### src/logic/sdram_cmd_pkg.sv
// Constants and types for the synchronous DRAM command and burst logic
package sdram_cmd_pkg;
  localparam int CLK_PERIOD_NS = 25;
  localparam int WR_RECOVERY_NS = 15;
  localparam int WR_RECOVERY_CYC = (WR_RECOVERY_NS + CLK_PERIOD_NS - 1) / CLK_PERIOD_NS + 1;
  localparam int PRE_RECOVERY_NS = 20;
  localparam int PRE_RECOVERY_CYC = (PRE_RECOVERY_NS + CLK_PERIOD_NS - 1) / CLK_PERIOD_NS;
  localparam int NUM_BANKS = 4;
  localparam int COL_W = 8;
  localparam int ALL_BANKS_BIT = 10;
  localparam int BL_W = 3;
  // Burst length codes
  localparam logic [BL_W-1:0] BL_1 = 3'h0;
  localparam logic [BL_W-1:0] BL_2 = 3'h1;
  localparam logic [BL_W-1:0] BL_4 = 3'h2;
  localparam logic [BL_W-1:0] BL_8 = 3'h3;
  localparam logic [BL_W-1:0] BL_PAGE = 3'h7;
  // Command codes {ras_n, cas_n, we_n}
  localparam logic [2:0] CMD_NOP = 3'h7;
  localparam logic [2:0] CMD_ACTIVE = 3'h3;
  localparam logic [2:0] CMD_READ = 3'h5;
  localparam logic [2:0] CMD_WRITE = 3'h4;
  localparam logic [2:0] CMD_PRECHARGE = 3'h2;
  localparam logic [2:0] CMD_STOP = 3'h6;
  typedef enum logic [3:0] {
    ST_RUN     = 4'h1,
    ST_SUSPEND = 4'h2,
    ST_PD_PRE  = 4'h4,
    ST_PD_ACT  = 4'h8
  } mode_t;
  typedef enum logic [2:0] {
    BUR_IDLE  = 3'h1,
    BUR_WRITE = 3'h2,
    BUR_READ  = 3'h4
  } burst_t;
endpackage

### src/logic/bank_tracker.sv
// One bank: open row state, auto precharge and recovery countdowns
`timescale 1ns/100ps
`default_nettype none
module bank_tracker (
  input  wire logic clk_sys_in,   // System clock
  input  wire logic srst_in,      // Sync reset
  input  wire logic tick_in,      // Internal edge enabled
  input  wire logic activate_in,  // Row opened
  input  wire logic precharge_in, // Precharge now
  input  wire logic auto_arm_in,  // Auto precharge armed
  input  wire logic auto_wr_in,   // Armed access is a write
  input  wire logic auto_fire_in, // Armed access ended
  output logic      open_out,     // Row active
  output logic      busy_out      // Write recovery, precharging or armed
);
  typedef struct packed {
    logic       open;
    logic       armed;
    logic       wr;
    logic [3:0] wr_cnt;
    logic [3:0] rp_cnt;
  } bank_state_t;
  bank_state_t s_q, s_d;

  always_comb begin
    s_d = s_q;
    if (tick_in) begin
      if (s_q.rp_cnt != 4'h0) begin
        s_d.rp_cnt = s_q.rp_cnt - 4'h1;
      end
      if (s_q.wr_cnt != 4'h0) begin
        s_d.wr_cnt = s_q.wr_cnt - 4'h1;
        if (s_q.wr_cnt == 4'h1) begin
          s_d.open = 1'b0;
          s_d.rp_cnt = 4'(sdram_cmd_pkg::PRE_RECOVERY_CYC);
        end
      end
      if (activate_in) begin
        s_d.open = 1'b1;
      end
      if (auto_arm_in) begin
        s_d.armed = 1'b1;
        s_d.wr = auto_wr_in;
      end else if (auto_fire_in && s_q.armed) begin
        s_d.armed = 1'b0;
        if (s_q.wr) begin
          s_d.wr_cnt = 4'(sdram_cmd_pkg::WR_RECOVERY_CYC);
        end else begin
          s_d.open = 1'b0;
          s_d.rp_cnt = 4'(sdram_cmd_pkg::PRE_RECOVERY_CYC);
        end
      end
      if (precharge_in) begin
        s_d.open = 1'b0;
        s_d.armed = 1'b0;
        s_d.rp_cnt = 4'(sdram_cmd_pkg::PRE_RECOVERY_CYC);
      end
    end
    if (srst_in) begin
      s_d = '0;
    end
  end

  always_ff @(posedge clk_sys_in) begin
    s_q <= s_d;
  end

  assign open_out = s_q.open;
  assign busy_out = s_q.armed | (s_q.wr_cnt != 4'h0) | (s_q.rp_cnt != 4'h0);

  a_pre_closes: assert property (@(posedge clk_sys_in) disable iff (srst_in)
    tick_in && precharge_in |=> !open_out && busy_out) else $error("Precharge left bank open");
endmodule
`default_nettype wire

### src/logic/sdram_core.sv
// Write burst, precharge, power-down and clock suspend logic of the DRAM
`timescale 1ns/100ps
`default_nettype none
module sdram_core #(
  parameter int COL_W = sdram_cmd_pkg::COL_W,
  parameter int DQ_W  = 16
) (
  input  wire logic                 clk_sys_in,       // System clock
  input  wire logic                 srst_in,          // Sync reset
  input  wire logic                 clk_gate_in,      // Clock gate pin
  input  wire logic                 cs_n_in,          // Chip select, low active
  input  wire logic                 ras_n_in,         // Row strobe, low active
  input  wire logic                 cas_n_in,         // Column strobe, low active
  input  wire logic                 we_n_in,          // Write enable, low active
  input  wire logic [1:0]           bank_in,          // Bank select high/low
  input  wire logic [11:0]          addr_in,          // Address, bit 10 all banks
  input  wire logic                 dqm_in,           // Byte mask
  input  wire logic [DQ_W-1:0]      dq_in,            // Data pin input
  input  wire logic [2:0]           burst_len_in,     // Programmed burst length
  input  wire logic                 write_burst_mode_bit_in, // Single write mode
  output logic                      wr_en_out,        // Array write strobe
  output logic [1:0]                wr_bank_out,      // Array write bank
  output logic [COL_W-1:0]          wr_col_out,       // Array write column
  output logic [DQ_W-1:0]           wr_data_out,      // Array write data
  output logic                      dq_oe_out,        // Data pin drive enable
  output logic [3:0]                bank_open_out,    // Rows open per bank
  output logic                      power_down_out,   // In power-down
  output logic                      buffers_on_out,   // Input/output buffers on
  output logic                      suspended_out,    // Clock suspended
  output logic                      write_active_out  // Write burst running
);
  // ==========================================================
  // Pin synchronisers
  // ==========================================================
  // Two flops before use; command and data are aligned by equal delay
  localparam int PIN_W = 1 + 4 + 2 + 12 + 1 + DQ_W;
  logic [PIN_W-1:0] pin_s1_q;
  logic [PIN_W-1:0] pin_s2_q;
  always_ff @(posedge clk_sys_in) begin
    if (srst_in) begin
      pin_s1_q <= {1'b0, 4'hf, {(PIN_W-5){1'b0}}};
      pin_s2_q <= {1'b0, 4'hf, {(PIN_W-5){1'b0}}};
    end else begin
      pin_s1_q <= {clk_gate_in, cs_n_in, ras_n_in, cas_n_in, we_n_in, bank_in, addr_in, dqm_in, dq_in};
      pin_s2_q <= pin_s1_q;
    end
  end
  logic            gate;
  logic            cs_n;
  logic [2:0]      cmd;
  logic [1:0]      bank;
  logic [11:0]     addr;
  logic            dqm;
  logic [DQ_W-1:0] dq;
  assign {gate, cs_n, cmd, bank, addr, dqm, dq} = pin_s2_q;

  // ==========================================================
  // State
  // ==========================================================
  typedef struct packed {
    sdram_cmd_pkg::mode_t  mode;
    sdram_cmd_pkg::burst_t burst;
    logic                  gate_prev;
    logic [1:0]            bank;
    logic [COL_W-1:0]      col;
    logic [COL_W-1:0]      left;
    logic                  page;
    logic                  auto_pre;
    logic                  wr_en;
    logic [1:0]            wr_bank;
    logic [COL_W-1:0]      wr_col;
    logic [DQ_W-1:0]       wr_data;
  } core_state_t;
  core_state_t s_q, s_d;

  logic       tick;
  logic       is_nop;
  logic       cmd_wr;
  logic       cmd_rd;
  logic       cmd_pre;
  logic       cmd_stop;
  logic       cmd_act;
  logic [3:0] open_v;
  logic [3:0] busy_v;
  logic [3:0] act_v;
  logic [3:0] pre_v;
  logic [3:0] arm_v;
  logic [3:0] fire_v;
  logic       any_open;
  logic       in_access;
  logic [COL_W-1:0] burst_cnt;

  // Internal edge only when running and the previous gate sample was high
  assign tick     = (s_q.mode == sdram_cmd_pkg::ST_RUN) && s_q.gate_prev;
  assign is_nop   = cs_n || (cmd == sdram_cmd_pkg::CMD_NOP);
  assign cmd_wr   = tick && !cs_n && (cmd == sdram_cmd_pkg::CMD_WRITE);
  assign cmd_rd   = tick && !cs_n && (cmd == sdram_cmd_pkg::CMD_READ);
  assign cmd_pre  = tick && !cs_n && (cmd == sdram_cmd_pkg::CMD_PRECHARGE);
  assign cmd_stop = tick && !cs_n && (cmd == sdram_cmd_pkg::CMD_STOP);
  assign cmd_act  = tick && !cs_n && (cmd == sdram_cmd_pkg::CMD_ACTIVE);
  assign any_open  = |open_v;
  assign in_access = s_q.burst != sdram_cmd_pkg::BUR_IDLE;

  always_comb begin
    case (burst_len_in)
      sdram_cmd_pkg::BL_2:    burst_cnt = COL_W'(2);
      sdram_cmd_pkg::BL_4:    burst_cnt = COL_W'(4);
      sdram_cmd_pkg::BL_8:    burst_cnt = COL_W'(8);
      default:                burst_cnt = COL_W'(1);
    endcase
  end

  // ==========================================================
  // Bank trackers
  // ==========================================================
  always_comb begin
    act_v  = '0;
    pre_v  = '0;
    arm_v  = '0;
    fire_v = '0;
    if (cmd_act) begin
      act_v[bank] = 1'b1;
    end
    if (cmd_pre) begin
      pre_v = addr[sdram_cmd_pkg::ALL_BANKS_BIT] ? 4'hf : (4'h1 << bank);
    end
    if ((cmd_wr || cmd_rd) && addr[sdram_cmd_pkg::ALL_BANKS_BIT]) begin
      arm_v[bank] = 1'b1;
    end
    // New access to another bank, or natural end, releases the armed bank
    if (s_q.auto_pre && in_access) begin
      if ((cmd_wr || cmd_rd) && (bank != s_q.bank)) begin
        fire_v[s_q.bank] = 1'b1;
      end else if (tick && !s_q.page && s_q.left == COL_W'(1)) begin
        fire_v[s_q.bank] = 1'b1;
      end
    end
    // Single-column write with auto precharge releases its bank on the next edge
    if (s_q.auto_pre && !in_access && tick) begin
      fire_v[s_q.bank] = 1'b1;
    end
  end

  for (genvar b = 0; b < sdram_cmd_pkg::NUM_BANKS; b++) begin : g_bank
    bank_tracker u_bank (
      .clk_sys_in   (clk_sys_in),
      .srst_in      (srst_in),
      .tick_in      (tick),
      .activate_in  (act_v[b]),
      .precharge_in (pre_v[b]),
      .auto_arm_in  (arm_v[b]),
      .auto_wr_in   (cmd_wr),
      .auto_fire_in (fire_v[b]),
      .open_out     (open_v[b]),
      .busy_out     (busy_v[b])
    );
  end

  // ==========================================================
  // Mode and burst engine
  // ==========================================================
  always_comb begin
    s_d = s_q;
    s_d.gate_prev = gate;
    s_d.wr_en = 1'b0;
    case (s_q.mode)
      sdram_cmd_pkg::ST_RUN: begin
        if (!gate && in_access) begin
          s_d.mode = sdram_cmd_pkg::ST_SUSPEND;
        end else if (!gate && is_nop && tick) begin
          // A bank still recovering is not idle either
          s_d.mode = (any_open || (|busy_v)) ? sdram_cmd_pkg::ST_PD_ACT : sdram_cmd_pkg::ST_PD_PRE;
        end
      end
      sdram_cmd_pkg::ST_SUSPEND: begin
        if (gate) begin
          s_d.mode = sdram_cmd_pkg::ST_RUN;
        end
      end
      sdram_cmd_pkg::ST_PD_PRE, sdram_cmd_pkg::ST_PD_ACT: begin
        if (gate && is_nop) begin
          s_d.mode = sdram_cmd_pkg::ST_RUN;
        end
      end
      default: begin
        s_d.mode = sdram_cmd_pkg::ST_RUN;
      end
    endcase

    // Burst engine advances only on internal edges; counters hold otherwise
    if (tick) begin
      // Arm of a single-column write is spent once it has fired
      if (!in_access) begin
        s_d.auto_pre = 1'b0;
      end
      if (s_q.burst == sdram_cmd_pkg::BUR_WRITE) begin
        if (!dqm && !cmd_stop) begin
          s_d.wr_en = !(cmd_rd || cmd_wr);
          s_d.wr_bank = s_q.bank;
          s_d.wr_col = s_q.col;
          s_d.wr_data = dq;
        end
      end
      if (in_access) begin
        s_d.col = s_q.col + COL_W'(1);
        if (!s_q.page && s_q.left == COL_W'(1)) begin
          s_d.burst = sdram_cmd_pkg::BUR_IDLE;
          s_d.auto_pre = 1'b0;
        end else begin
          s_d.left = s_q.left - COL_W'(1);
        end
      end
      if (cmd_stop || cmd_pre) begin
        s_d.burst = sdram_cmd_pkg::BUR_IDLE;
        s_d.auto_pre = 1'b0;
      end
      if (cmd_wr) begin
        // First datum rides with the command edge
        s_d.wr_en = !dqm;
        s_d.wr_bank = bank;
        s_d.wr_col = addr[COL_W-1:0];
        s_d.wr_data = dq;
        s_d.bank = bank;
        s_d.col = addr[COL_W-1:0] + COL_W'(1);
        s_d.auto_pre = addr[sdram_cmd_pkg::ALL_BANKS_BIT];
        s_d.page = !write_burst_mode_bit_in && (burst_len_in == sdram_cmd_pkg::BL_PAGE);
        s_d.left = burst_cnt - COL_W'(1);
        // Single write mode or burst of one finishes here
        if (write_burst_mode_bit_in || (!s_d.page && burst_cnt == COL_W'(1))) begin
          s_d.burst = sdram_cmd_pkg::BUR_IDLE;
        end else begin
          s_d.burst = sdram_cmd_pkg::BUR_WRITE;
        end
      end
      if (cmd_rd) begin
        s_d.bank = bank;
        s_d.col = addr[COL_W-1:0] + COL_W'(1);
        s_d.auto_pre = addr[sdram_cmd_pkg::ALL_BANKS_BIT];
        s_d.page = burst_len_in == sdram_cmd_pkg::BL_PAGE;
        s_d.left = burst_cnt;
        s_d.burst = sdram_cmd_pkg::BUR_READ;
      end
    end
    if (srst_in) begin
      s_d = '0;
      s_d.mode = sdram_cmd_pkg::ST_RUN;
      s_d.burst = sdram_cmd_pkg::BUR_IDLE;
    end
  end

  always_ff @(posedge clk_sys_in) begin
    s_q <= s_d;
  end

  // ==========================================================
  // Outputs
  // ==========================================================
  assign wr_en_out        = s_q.wr_en;
  assign wr_bank_out      = s_q.wr_bank;
  assign wr_col_out       = s_q.wr_col;
  assign wr_data_out      = s_q.wr_data;
  // Read data path lies outside this block; pins never driven by writes
  assign dq_oe_out        = 1'b0;
  assign bank_open_out    = open_v;
  assign power_down_out   = (s_q.mode == sdram_cmd_pkg::ST_PD_PRE) || (s_q.mode == sdram_cmd_pkg::ST_PD_ACT);
  assign buffers_on_out   = !power_down_out;
  assign suspended_out    = s_q.mode == sdram_cmd_pkg::ST_SUSPEND;
  assign write_active_out = s_q.burst == sdram_cmd_pkg::BUR_WRITE;

  // ==========================================================
  // Checks
  // ==========================================================
  a_write_first: assert property (@(posedge clk_sys_in) disable iff (srst_in)
    cmd_wr && !dqm |=> wr_en_out && wr_col_out == $past(addr[COL_W-1:0])) else $error("First datum lost");
  a_single_write: assert property (@(posedge clk_sys_in) disable iff (srst_in)
    cmd_wr && write_burst_mode_bit_in |=> !write_active_out) else $error("Single write mode ran burst");
  a_read_stops: assert property (@(posedge clk_sys_in) disable iff (srst_in)
    cmd_rd |=> !wr_en_out ##1 (!wr_en_out || $past(cmd_wr))) else $error("Write after read");
  a_stop_drop: assert property (@(posedge clk_sys_in) disable iff (srst_in)
    cmd_stop |=> !wr_en_out && !write_active_out) else $error("Burst stop data written");
  a_suspend_hold: assert property (@(posedge clk_sys_in) disable iff (srst_in)
    suspended_out |=> !wr_en_out && $stable(s_q.col)) else $error("Suspended edge advanced");
  a_suspend_exit: assert property (@(posedge clk_sys_in) disable iff (srst_in)
    suspended_out && gate |=> !suspended_out) else $error("Suspend not left");
  a_pd_entry: assert property (@(posedge clk_sys_in) disable iff (srst_in)
    tick && !gate && is_nop && !in_access |=> power_down_out) else $error("Power-down not entered");
  a_pd_buffers: assert property (@(posedge clk_sys_in) disable iff (srst_in)
    power_down_out |-> !buffers_on_out && !wr_en_out) else $error("Buffers on in power-down");
  a_pd_exit: assert property (@(posedge clk_sys_in) disable iff (srst_in)
    power_down_out && gate && is_nop |=> !power_down_out) else $error("Power-down not left");
  a_pre_all: assert property (@(posedge clk_sys_in) disable iff (srst_in)
    cmd_pre && addr[sdram_cmd_pkg::ALL_BANKS_BIT] |=> bank_open_out == 4'h0) else $error("Precharge all missed");
  a_suspend_entry: assert property (@(posedge clk_sys_in) disable iff (srst_in)
    tick && !gate && in_access |=> suspended_out) else $error("Suspend not entered");
  a_write_trunc: assert property (@(posedge clk_sys_in) disable iff (srst_in)
    cmd_wr && write_active_out && !dqm |=> wr_bank_out == $past(bank) && wr_data_out == $past(dq))
    else $error("New write data lost");
  a_page_run: assert property (@(posedge clk_sys_in) disable iff (srst_in)
    tick && write_active_out && s_q.page && !(cmd_stop || cmd_pre || cmd_rd || cmd_wr)
    |=> write_active_out) else $error("Full-page burst ended");
  c_write_burst: cover property (@(posedge clk_sys_in) cmd_wr ##1 write_active_out [*3]);
  c_suspend: cover property (@(posedge clk_sys_in) write_active_out && suspended_out);
  c_power_down: cover property (@(posedge clk_sys_in) power_down_out ##1 !power_down_out);
  c_auto_fire: cover property (@(posedge clk_sys_in) |fire_v);
endmodule
`default_nettype wire

### config.mk
export PLATFORM = sky130hd
export DESIGN_NAME = sdram_core
export DESIGN_NICKNAME = d
export VERILOG_FILES = /design/src/logic/sdram_cmd_pkg.sv /design/src/logic/bank_tracker.sv /design/src/logic/sdram_core.sv
export SDC_FILE = /design/constraint.sdc
export NUM_CORES = 1
export LEC_CHECK = 0
export BUFFER_PORTS_ARGS = -buffer_cell sky130_fd_sc_hd__buf_2
export CORE_MARGIN = 3
export CORE_UTILIZATION = 30
export CTS_CLUSTER_DIAMETER = 60
export DETAILED_ROUTE_END_ITERATION = 12
export PLACE_DENSITY = 0.56
export SLEW_MARGIN = 5
export SYNTH_ARGS = -nofsm -noshare
export SYNTH_HDL_FRONTEND = slang
export SYNTH_SLANG_ARGS = --single-unit
export TNS_END_PERCENT = 10
### constraint.sdc
create_clock -name clk_sys_in -period 2.2 [get_ports clk_sys_in]
set_input_delay 0.44 -clock clk_sys_in [delete_from_list [all_inputs] [get_ports clk_sys_in]]
set_output_delay 0.44 -clock clk_sys_in [all_outputs]
set_load 0.005 [all_outputs]
Word-level counts from Yosys, hierarchy flattened --
Cells that the tools add are included.
Word-level totals: register bits 171, input port bits 42, output and inout port bits 36
Operators by class: add/sub/neg operators 12, order comparisons 4, eq/ne operators 27, shift-type cells 1, muxes and demuxes 99, bitwise gates (word level) 10, reduce and logical (&&, ||, !) cells 80
Operators by type and width (number):
- $mux W4 | 33
- $mux W8 | 13
- $mux W27 | 2
- $mux W47 | 1
- $reduce_bool A4 Y1 | 10
- $sub A4 B1 Y4 const B | 8
- $mux W1 | 30
- $logic_and A1 B1 Y1 | 28
- $pmux W4 S3 | 2
- $eq A4 B1 Y1 const B | 5
- $mux W20 | 1
- $reduce_and A2 Y1 | 10
- $mux W2 | 9
- $add A8 B1 Y8 const B | 2
- $eq A8 B1 Y1 const B | 2
- $mux W16 | 1
- $sub A8 B1 Y8 const B | 2
- $eq A3 B2 Y1 const B | 5
- $eq A3 B3 Y1 const B | 5
- $mux W3 | 5
- $reduce_bool A3 Y1 | 5
- $reduce_and A3 Y1 | 4
- $logic_not A1 Y1 | 10
- $or A1 B1 Y1 | 8
- other kinds (19) | 32

Logic depth before layout (Yosys ltp) --
Gate-level depths: netlist (run 1).
depth in word-level cells 14, depth in mapped cells 9, depth with buffers taken out 7

Hierarchy --
From an unflattened synthesis (run 1), not the netlist that was laid out.
Second synthesis, totals: cell total of the unflattened synthesis 852, area, all modules 7636.1 µm²
By module, submodules not included:
- sdram_core | instances 1, cells each 556, area each 5148.7 µm², seq. area each 2422.3 µm²
- bank_tracker | instances 4, cells each 74, area each 621.8 µm², seq. area each 220.2 µm²

Least setup slack after synthesis (run 1) --
OpenSTA, ideal clock, no wires.
path type register to register, from register s_q[30] (netlist bit), to register g_bank[3].u_bank.s_q[1] (netlist bit), library setup time 0.129 ns, arrival 1.895 ns, setup slack 0.176 ns, stages on the path, launching flop included 8, path buffers 0, period minus slack after synthesis 2.024 ns, cell sequence dfxtp_1 -> inv_1 -> ha_1 -> or4b_1 -> o21ai_4 -> o2111ai_2 -> o211ai_1 -> o32ai_1
Between the ends: cells in the longest elaborated chain, start to end 11
Ends and longest elaborated chain:
- from (decl) | RTL line sdram_core.sv:74 | core_state_t s_q, s_d;
- from (signal assigned) | RTL line sdram_core.sv:252 | s_q <= s_d;
- $eq A8 B1 Y1 (*) | RTL line sdram_core.sv:134 | end else if (tick && !s_q.page && s_q.left == COL_W'(1)) begin
- $logic_and A1 B1 Y1 (*) | RTL line sdram_core.sv:134
- $mux W4 (*) | RTL line sdram_core.sv:134
- $mux W4 (*) | RTL line sdram_core.sv:132 | if ((cmd_wr || cmd_rd) && (bank != s_q.bank)) begin
- $mux W4 (*) | RTL line sdram_core.sv:131 | if (s_q.auto_pre && in_access) begin
- $or A4 B4 Y4 (no source line)
- $mux W4 (*) | RTL line sdram_core.sv:139 | if (s_q.auto_pre && !in_access && tick) begin
- $logic_and A1 B1 Y1 (*) | RTL line bank_tracker.sv:44 | end else if (auto_fire_in && s_q.armed) begin
- $mux W8 (*) | RTL line bank_tracker.sv:44
- $mux W8 (*) | RTL line bank_tracker.sv:41 | if (auto_arm_in) begin
- $mux W4 (*) | RTL line bank_tracker.sv:53 | if (precharge_in) begin
- to (signal assigned) | RTL line bank_tracker.sv:65 | s_q <= s_d;
- to (decl) | RTL line bank_tracker.sv:23 | bank_state_t s_q, s_d;
Every way passes the cells marked *; elsewhere a longest branch is shown, timed or not. A chain may end at the register's enable or synchronous reset.

Worst setup path in the final report (run 1) --
from register s_q[54] (netlist bit), to register g_bank[0].u_bank.s_q[7] (netlist bit)
Between the ends: cells in the longest elaborated chain, start to end 13
Ends and longest elaborated chain:
- $eq A4 B1 Y1 (*) | RTL line sdram_core.sv:94 | assign tick = (s_q.mode == sdram_cmd_pkg::ST_RUN) && s_q.gate_prev;
- $logic_and A1 B1 Y1 (*) | RTL line sdram_core.sv:94
- $logic_and A1 B1 Y1 | RTL line sdram_core.sv:96, sdram_core.sv:97
- $logic_and A1 B1 Y1 (on tied branches) | RTL line sdram_core.sv:97, sdram_core.sv:96
- $logic_or A1 B1 Y1 | RTL line sdram_core.sv:127, sdram_core.sv:132
- $logic_and A1 B1 Y1 | RTL line sdram_core.sv:132
- $mux W4 | RTL line sdram_core.sv:132
- $mux W4 | RTL line sdram_core.sv:131
- $or A4 B4 Y4 (no source line)
- $mux W4 | RTL line sdram_core.sv:139
- $logic_and A1 B1 Y1 | RTL line bank_tracker.sv:44
- $mux W8 | RTL line bank_tracker.sv:44
- $mux W8 | RTL line bank_tracker.sv:41
- to (signal assigned) | RTL line bank_tracker.sv:65
- to (decl) | RTL line bank_tracker.sv:23
Marked as above.

==> results of run 1 <==
placed cells by master (no fill, tap or decap), drive strengths merged, types with 4 or more instances in the layout:
| cell | n |
|---|---|
| o221ai | 4 |
| inv | 39 |
| nor4 | 8 |
| or4 | 4 |
| clkbuf | 18 |
| nand2 | 49 |
| xor2 | 11 |
| nor4b | 10 |
| o21ai | 37 |
| mux2i | 28 |
| dfxtp | 165 |
| buf | 136 |
| and2 | 7 |
| o2111ai | 10 |
| nand4 | 14 |
| a21oi | 41 |
| nand3 | 17 |
| xnor2 | 8 |
| and3 | 4 |
| nor2b | 68 |
| or3b | 4 |
| nand3b | 5 |
| a31oi | 6 |
| a211oi | 20 |
| nor3b | 15 |
| nor2 | 64 |
| nor3 | 31 |
| o21a | 5 |
| o211ai | 10 |
| or2 | 9 |
| or3 | 8 |
| ha | 20 |
| o31ai | 8 |
final timing paths:
path	cells past startpoint	from	endpoint	slack, ns
max	6	s_q[54]	g_bank[0].u_bank.s_q[7]	0.05
min	2	ras_n_in	pin_s1_q[33]	0.20
max reg2reg	6	s_q[54]	g_bank[0].u_bank.s_q[7]	0.05
min reg2reg	1	pin_s1_q[33]	pin_s2_q[33]	0.41
power by group through the flow:
stage | registers, mW | clock network [mW] | logic [mW]
CTS | 3.08 | 2.94 | 0.258
detailed placement | 3.15 | 0 | 0.257
floorplan | 3.13 | 0 | 0.161
global placement | 3.15 | 0 | 0.256
finish | 3.08 | 2.86 | 0.260
global route | 3.08 | 3.06 | 0.287
timing repair:
action,CTS,global route
endpoints found under the setup margin,6,32
pin swaps,1,8
setup buffers,0,7
hold buffers,0,0
gates resized for setup,1,20
cloned,0,1
metrics by stage:
stage	power [mW]	util
global placement	3.40	0.345
detailed placement	3.40	0.345
global route	6.43	0.375
CTS	6.28	0.368
floorplan	3.29	-
finish	6.20	0.375
worst max-delay path: cells and delay by family, from the launching register on:
family	cells	cell delay, ns
and+or+nand+nor	4	1.37
DFF	1	0.35
buffers and inverters	1	0.20
AOI/OAI and AO/OA	1	0.15
per-layer routing:
| layer | GRT usage | vias up |
|---|---|---|
| met5 | 0 | - |
| met4 | 0.0416 | 0 |
| met3 | 0.0407 | 18 |
| met2 | 0.203 | 133 |
| met1 | 0.174 | 2855 |
| li1 | - | 3131 |
final cells by class:
type,instances,area share
clock buffer,18,0.0463
clock inverter,14,0.0146
inverter,30,0.0121
multi-input combinational,572,0.425
sequential,165,0.357
tap,324,0.0437
timing repair buffer,136,0.101
kinds of logic after synthesis:
group                    synth area share
XOR/XNOR                           0.0217
buffers and inverters              0.0710
other                            0.000489
flip-flops                          0.431
AND/OR/NAND/NOR                     0.245
multiplexers                       0.0365
adder cells (fa/ha/maj)            0.0326
AO/OA/AOI/OAI                       0.162
registers in the layout, indices dropped and copies added (netlist names), 2 cells and up:
signal,cells
g_bank.u_bank.open_out,4
g_bank.u_bank.s_q,40
pin_s1_q,33
pin_s2_q,33
s_q,28
wr_bank_out,2
wr_col_out,8
wr_data_out,16
==> results.json, run 1 <==
{
  "grt_overflow": 0,
  "wl_met3_mm": 1.10,
  "cp.arrival_ns": 2.51,
  "clk_latency_ns": 0.43,
  "async_reset_ff_frac": 0,
  "yosys-top-cells-count": "dfxtp_1, nor2b_1, nor2_1",
  "fin_hold_ws_ns": 0.196,
  "drtPass1Iterations": 5,
  "path_clk_slew_ns": 0.07,
  "synth-edff-count": 0,
  "ios": 78,
  "synthMostInstantiatedCell": "dfxtp_1",
  "dieArea_sq_mm": 0.0275,
  "crit_chain": "or4b_4 -> nor2_4 -> buf_12 -> nand2_1 -> or4_1 -> a21oi_1",
  "synth_top_area_frac": 0.431,
  "final.min_clock_period_ns": 2.15,
  "syn_avg_cell_area_sq_um": 9.14,
  "ys.flop_type": "dfxtp_1",
  "fin_skew_ns": 0.00915,
  "area_delta_synth_final_pct": 20.9,
  "cp-start-kind": "register",
  "grt_antenna_before_repair": 0,
  "layout-drive-gt1-share": 0.234,
  "p_clk_frac": 0.462,
  "cts-root-buf": "clkbuf_16",
  "holdCritPathClass": "in -> reg",
  "p_seq_frac": 0.496,
  "synth_seq_cells": 165,
  "start_util": 0.310,
  "swShare": 0.248,
  "synth_cell_types": 87,
  "core_sq_mm": 0.0247,
  "power_density_mw_per_mm2": 669,
  "drc_errors": 0,
  "grt_pass1_wl_mm": 30.0,
  "syn_nets": 901,
  "cts_htree_levels": 4,
  "seq_area_sq_mm": 0.00331,
  "drt_iter0_drc": 378,
  "grt_start_max_net_pins": 62,
  "dp_hpwl_mm": 12.8,
  "design_area_sq_mm": 0.00927,
  "met1Wirelength_mm": 8.88,
  "worst_pin_slew_ns": 0.527,
  "highest_layer": "met4",
  "num_antenna_cells": 0,
  "final_hold_viol_count": 0,
  "rsz0062_at_grt": "yes",
  "critPathKind": "reg -> reg",
  "grtUsageTotal": 0.130,
  "p_leak_nw": 3.46,
  "period_share": 0.978,
  "clockBufferDepth": 2,
  "max-vdd-ir-drop_mv": 0.526,
  "multi_input_area_sq_mm": 0.00394,
  "fin_ws_ns": 0.0479,
  "yosysWarningCount": 0,
  "dp_cells": 1219,
  "seq_area_frac_synth": 0.431,
  "synth_cells": 839,
  "max-slew-margin-rel": 0.644,
  "status": "finished clean",
  "place_ws_ns": -0.0417,
  "wire_per_inst_um": 14.6,
  "globalplace.congestion": 0.798,
  "fill_cells": 2505,
  "num_rows": 57,
  "wl_met2_mm": 8.17,
  "placed_area_sq_mm": 0.00853,
  "cts_made_buffers": 17,
  "cts.sinks": 165,
  "synthesis.area_sq_mm": 0.00767,
  "grt_pass1_vias": 5800,
  "portBuffers": 73,
  "fin_tns_setup_ns": 0,
  "die_height_um": 166,
  "path_max_fanout": 18,
  "layout.cells.non_filler": 1259,
  "drt-vias-per-instance": 4.87,
  "max_stage_delay_ns": 0.61,
  "antenna_left": 0,
  "p_switching_mw": 1.54,
  "die_x_um": 166,
  "fin_nets": 984,
  "wl_mm": 18.4,
  "slowest_stage": "or4b_4",
  "num_vias": 6137,
  "cap_violations": 0,
  "setup_viol": 0,
  "maxSlewViolCount": 0,
  "netlist_top_cells_area": "dfxtp_1, nor2b_1, mux2i_1",
  "comb_power_share": 0.042,
  "cts_tree": "yes",
  "yosysTopAreaCell": "dfxtp_1",
  "required_ns": 2.56,
  "p_int_mw": 4.66,
  "fmax_mhz": 465,
  "end_kind": "register"
}
Note: power is estimated with default switching activity, not from simulation.
==> run 2: changes to the inputs <==
ABC_AREA = 1   (was unset)
CTS_BUF_LIST = sky130_fd_sc_hd__clkbuf_4   (was unset)
CTS_CLUSTER_SIZE = 28   (was unset)
==> results.json, run 2 <==
{
  "status": "finished clean",
  "clk_latency_ns": 0.58,
  "fill_cells": 2687,
  "grtUsageTotal": 0.128,
  "cap_violations": 0,
  "period_share": 0.904,
  "cts-root-buf": "clkbuf_4",
  "min_from": "dq_in[14]",
  "crit_chain": "nor2_4 -> inv_1 -> nand4_1 -> inv_1 -> buf_2",
  "fmax_mhz": 503,
  "cts_htree_levels": 4,
  "layout-drive-gt1-share": 0.145,
  "portBuffers": 73,
  "wire_per_inst_um": 11.9,
  "max-vdd-ir-drop_mv": 0.258,
  "start_util": 0.306,
  "wl_met3_um": 536,
  "mostFrequentLayoutCells": "inv_1, dfxtp_1, nor2_1",
  "synthMostInstantiatedCell": "inv_1",
  "path_buf_inv": 3,
  "drc_errors": 0,
  "globalplace.congestion": 0.828,
  "final.min_clock_period_ns": 1.99,
  "r2r_end": "wr_col_out[7]",
  "synth_top_area_frac": 0.429,
  "ios": 78,
  "grt_overflow": 0,
  "cts_tree": "yes",
  "rr_startpoint": "s_q[51]",
  "layout.cells.non_filler": 1469,
  "reg2reg_slack_ns": 0.22,
  "grt_antenna_before_repair": 2,
  "synth_cell_types": 45,
  "fin_tns_setup_ns": 0,
  "syn_avg_cell_area_sq_um": 7.30,
  "cp.arrival_ns": 1.55,
  "holdPathStages": 3,
  "yosysWarningCount": 0,
  "die_x_um": 166,
  "synth_cells": 1056,
  "cts.sinks": 165,
  "path_max_fanout": 4,
  "finalPower_mw": 5.64,
  "drt-vias-per-instance": 4.42,
  "dieArea_sq_mm": 0.0277,
  "core_sq_mm": 0.0252,
  "area_delta_synth_final_pct": 14.3,
  "met1Wirelength_mm": 8.55,
  "netlist_top_cells_area": "dfxtp_1, inv_1, nor2_1",
  "power_density_mw_per_mm2": 640,
  "fin_skew_ns": 0.0220,
  "crit_family": "flip-flops",
  "seq_area_frac_synth": 0.429,
  "fin_nets": 1187,
  "layout_commonest_cell": "inv_1",
  "slowest_stage": "dfxtp_1",
  "clockBufferDepth": 2,
  "largest-register": "g_bank.u_bank.s_q",
  "cts_made_buffers": 17,
  "path_clk_slew_ns": 0.17,
  "num_vias": 6497,
  "end_kind": "output pin",
  "post_cts_buffers": 0,
  "wl_met2_mm": 8.10,
  "yosysTopAreaCell": "dfxtp_1",
  "p_leak_nw": 3.96,
  "cp-start-kind": "register",
  "required_ns": 1.76,
  "die_height_um": 166,
  "worstHoldEndpoint": "pin_s1_q[14]",
  "syn_nets": 1118,
  "wl_mm": 17.5,
  "drt_iter0_drc": 263,
  "synth_seq_cells": 165,
  "dp_hpwl_mm": 12.5,
  "largest_reg_flops": 40,
  "final_hold_viol_count": 0,
  "dp_cells": 1415,
  "max_stage_delay_ns": 0.37,
  "synthesis.area_sq_mm": 0.00771,
  "async_reset_ff_frac": 0,
  "ys.flop_type": "dfxtp_1",
  "yosys-top-cells-count": "inv_1, dfxtp_1, nor2_1",
  "synth-edff-count": 0,
  "antenna_left": 0,
  "cpMostUsedCell": "inv_1",
  "grt_pass1_wl_mm": 29.5,
  "num_rows": 58,
  "holdCritPathClass": "in -> reg",
  "reg2reg_depth": 9,
  "setup_viol": 0,
  "drtPass1Iterations": 5,
  "grt_start_max_net_pins": 44,
  "maxSlewViolCount": 0,
  "reg.largest.list": "g_bank.u_bank.s_q x40, pin_s1_q x33, pin_s2_q x33",
  "grt_pass1_vias": 6082,
  "critPathKind": "reg -> out",
  "highest_layer": "met5"
}
[run 2: through the flow]
stage / hold WS, ns / area, sq um / setup WS [ns] / util
floorplan: 0.388 / 7710 / 0.605 / -
global placement: 0.389 / 8270 / 0.262 / 0.328
detailed placement: 0.392 / 8270 / 0.267 / 0.328
CTS: 0.000222 / 8800 / 0.0980 / 0.349
global route: 0.00381 / 8810 / -0.00226 / 0.350
finish: 0.0569 / 8810 / 0.211 / 0.350
[run 2: worst max path at each step]
stage,to,cells after the start,startpoint
floorplan,s_q[53],9,g_bank[2].u_bank.s_q[4]
global placement,g_bank[0].u_bank.s_q[2],12,s_q[30]
detailed placement,g_bank[1].u_bank.s_q[1],12,s_q[30]
CTS,suspended_out,4,s_q[54]
global route,s_q[36],10,s_q[51]
finish,power_down_out,5,s_q[54]
[run 2: area by class of cell]
| cell class | count | area, sq um | share of cell area |
|---|---|---|---|
| antenna | 1 | 2.50 | 0.000284 |
| clock buffer | 17 | 128 | 0.0145 |
| clock inverter | 15 | 191 | 0.0217 |
| inverter | 175 | 659 | 0.0748 |
| multi-input combinational | 651 | 3370 | 0.382 |
| sequential | 165 | 3300 | 0.375 |
| tap | 330 | 413 | 0.0469 |
| timing repair buffer | 115 | 748 | 0.0849 |
[run 2: timing repair]
| action | 4_1_cts | 5_1_grt |
|---|---|---|
| endpoints found under the setup margin | 0 | 3 |
| hold buffers | 21 | 0 |
| resized for setup | 0 | 2 |
| hold endpoints to repair | 21 | 0 |
[run 2: tightest hold or removal path: stages]
cell and delay [ns]:
buf_2 0.10, inv_1 0.04, nor2_1 0.04
[run 2: logic make-up after synthesis]
family | after synthesis | synth area share
and+or+nand+nor | 446 | 0.258
adders and majority gates | 20 | 0.0325
AOI/OAI and AO/OA | 161 | 0.118
buffers and inverters | 240 | 0.136
other | 1 | 0.000487
xor gates and xnor gates | 23 | 0.0261
DFF | 165 | 0.429
[run 2: routing by layer]
layer	vias to the layer above	GRT usage
met5	-	0
met4	2	0.0452
met3	21	0.0259
met2	97	0.211
met1	2926	0.167
li1	3451	-
[run 2: power breakdown]
| part | leakage (nW) | switching [mW] | total, mW | internal, mW |
|---|---|---|---|---|
| clock | 0.167 | 1.31 | 1.86 | 0.550 |
| sequential | 1.34 | 0.0576 | 3.14 | 3.08 |
| combinational | 2.45 | 0.393 | 0.633 | 0.240 |
| total | 3.96 | 1.76 | 5.64 | 3.87 |
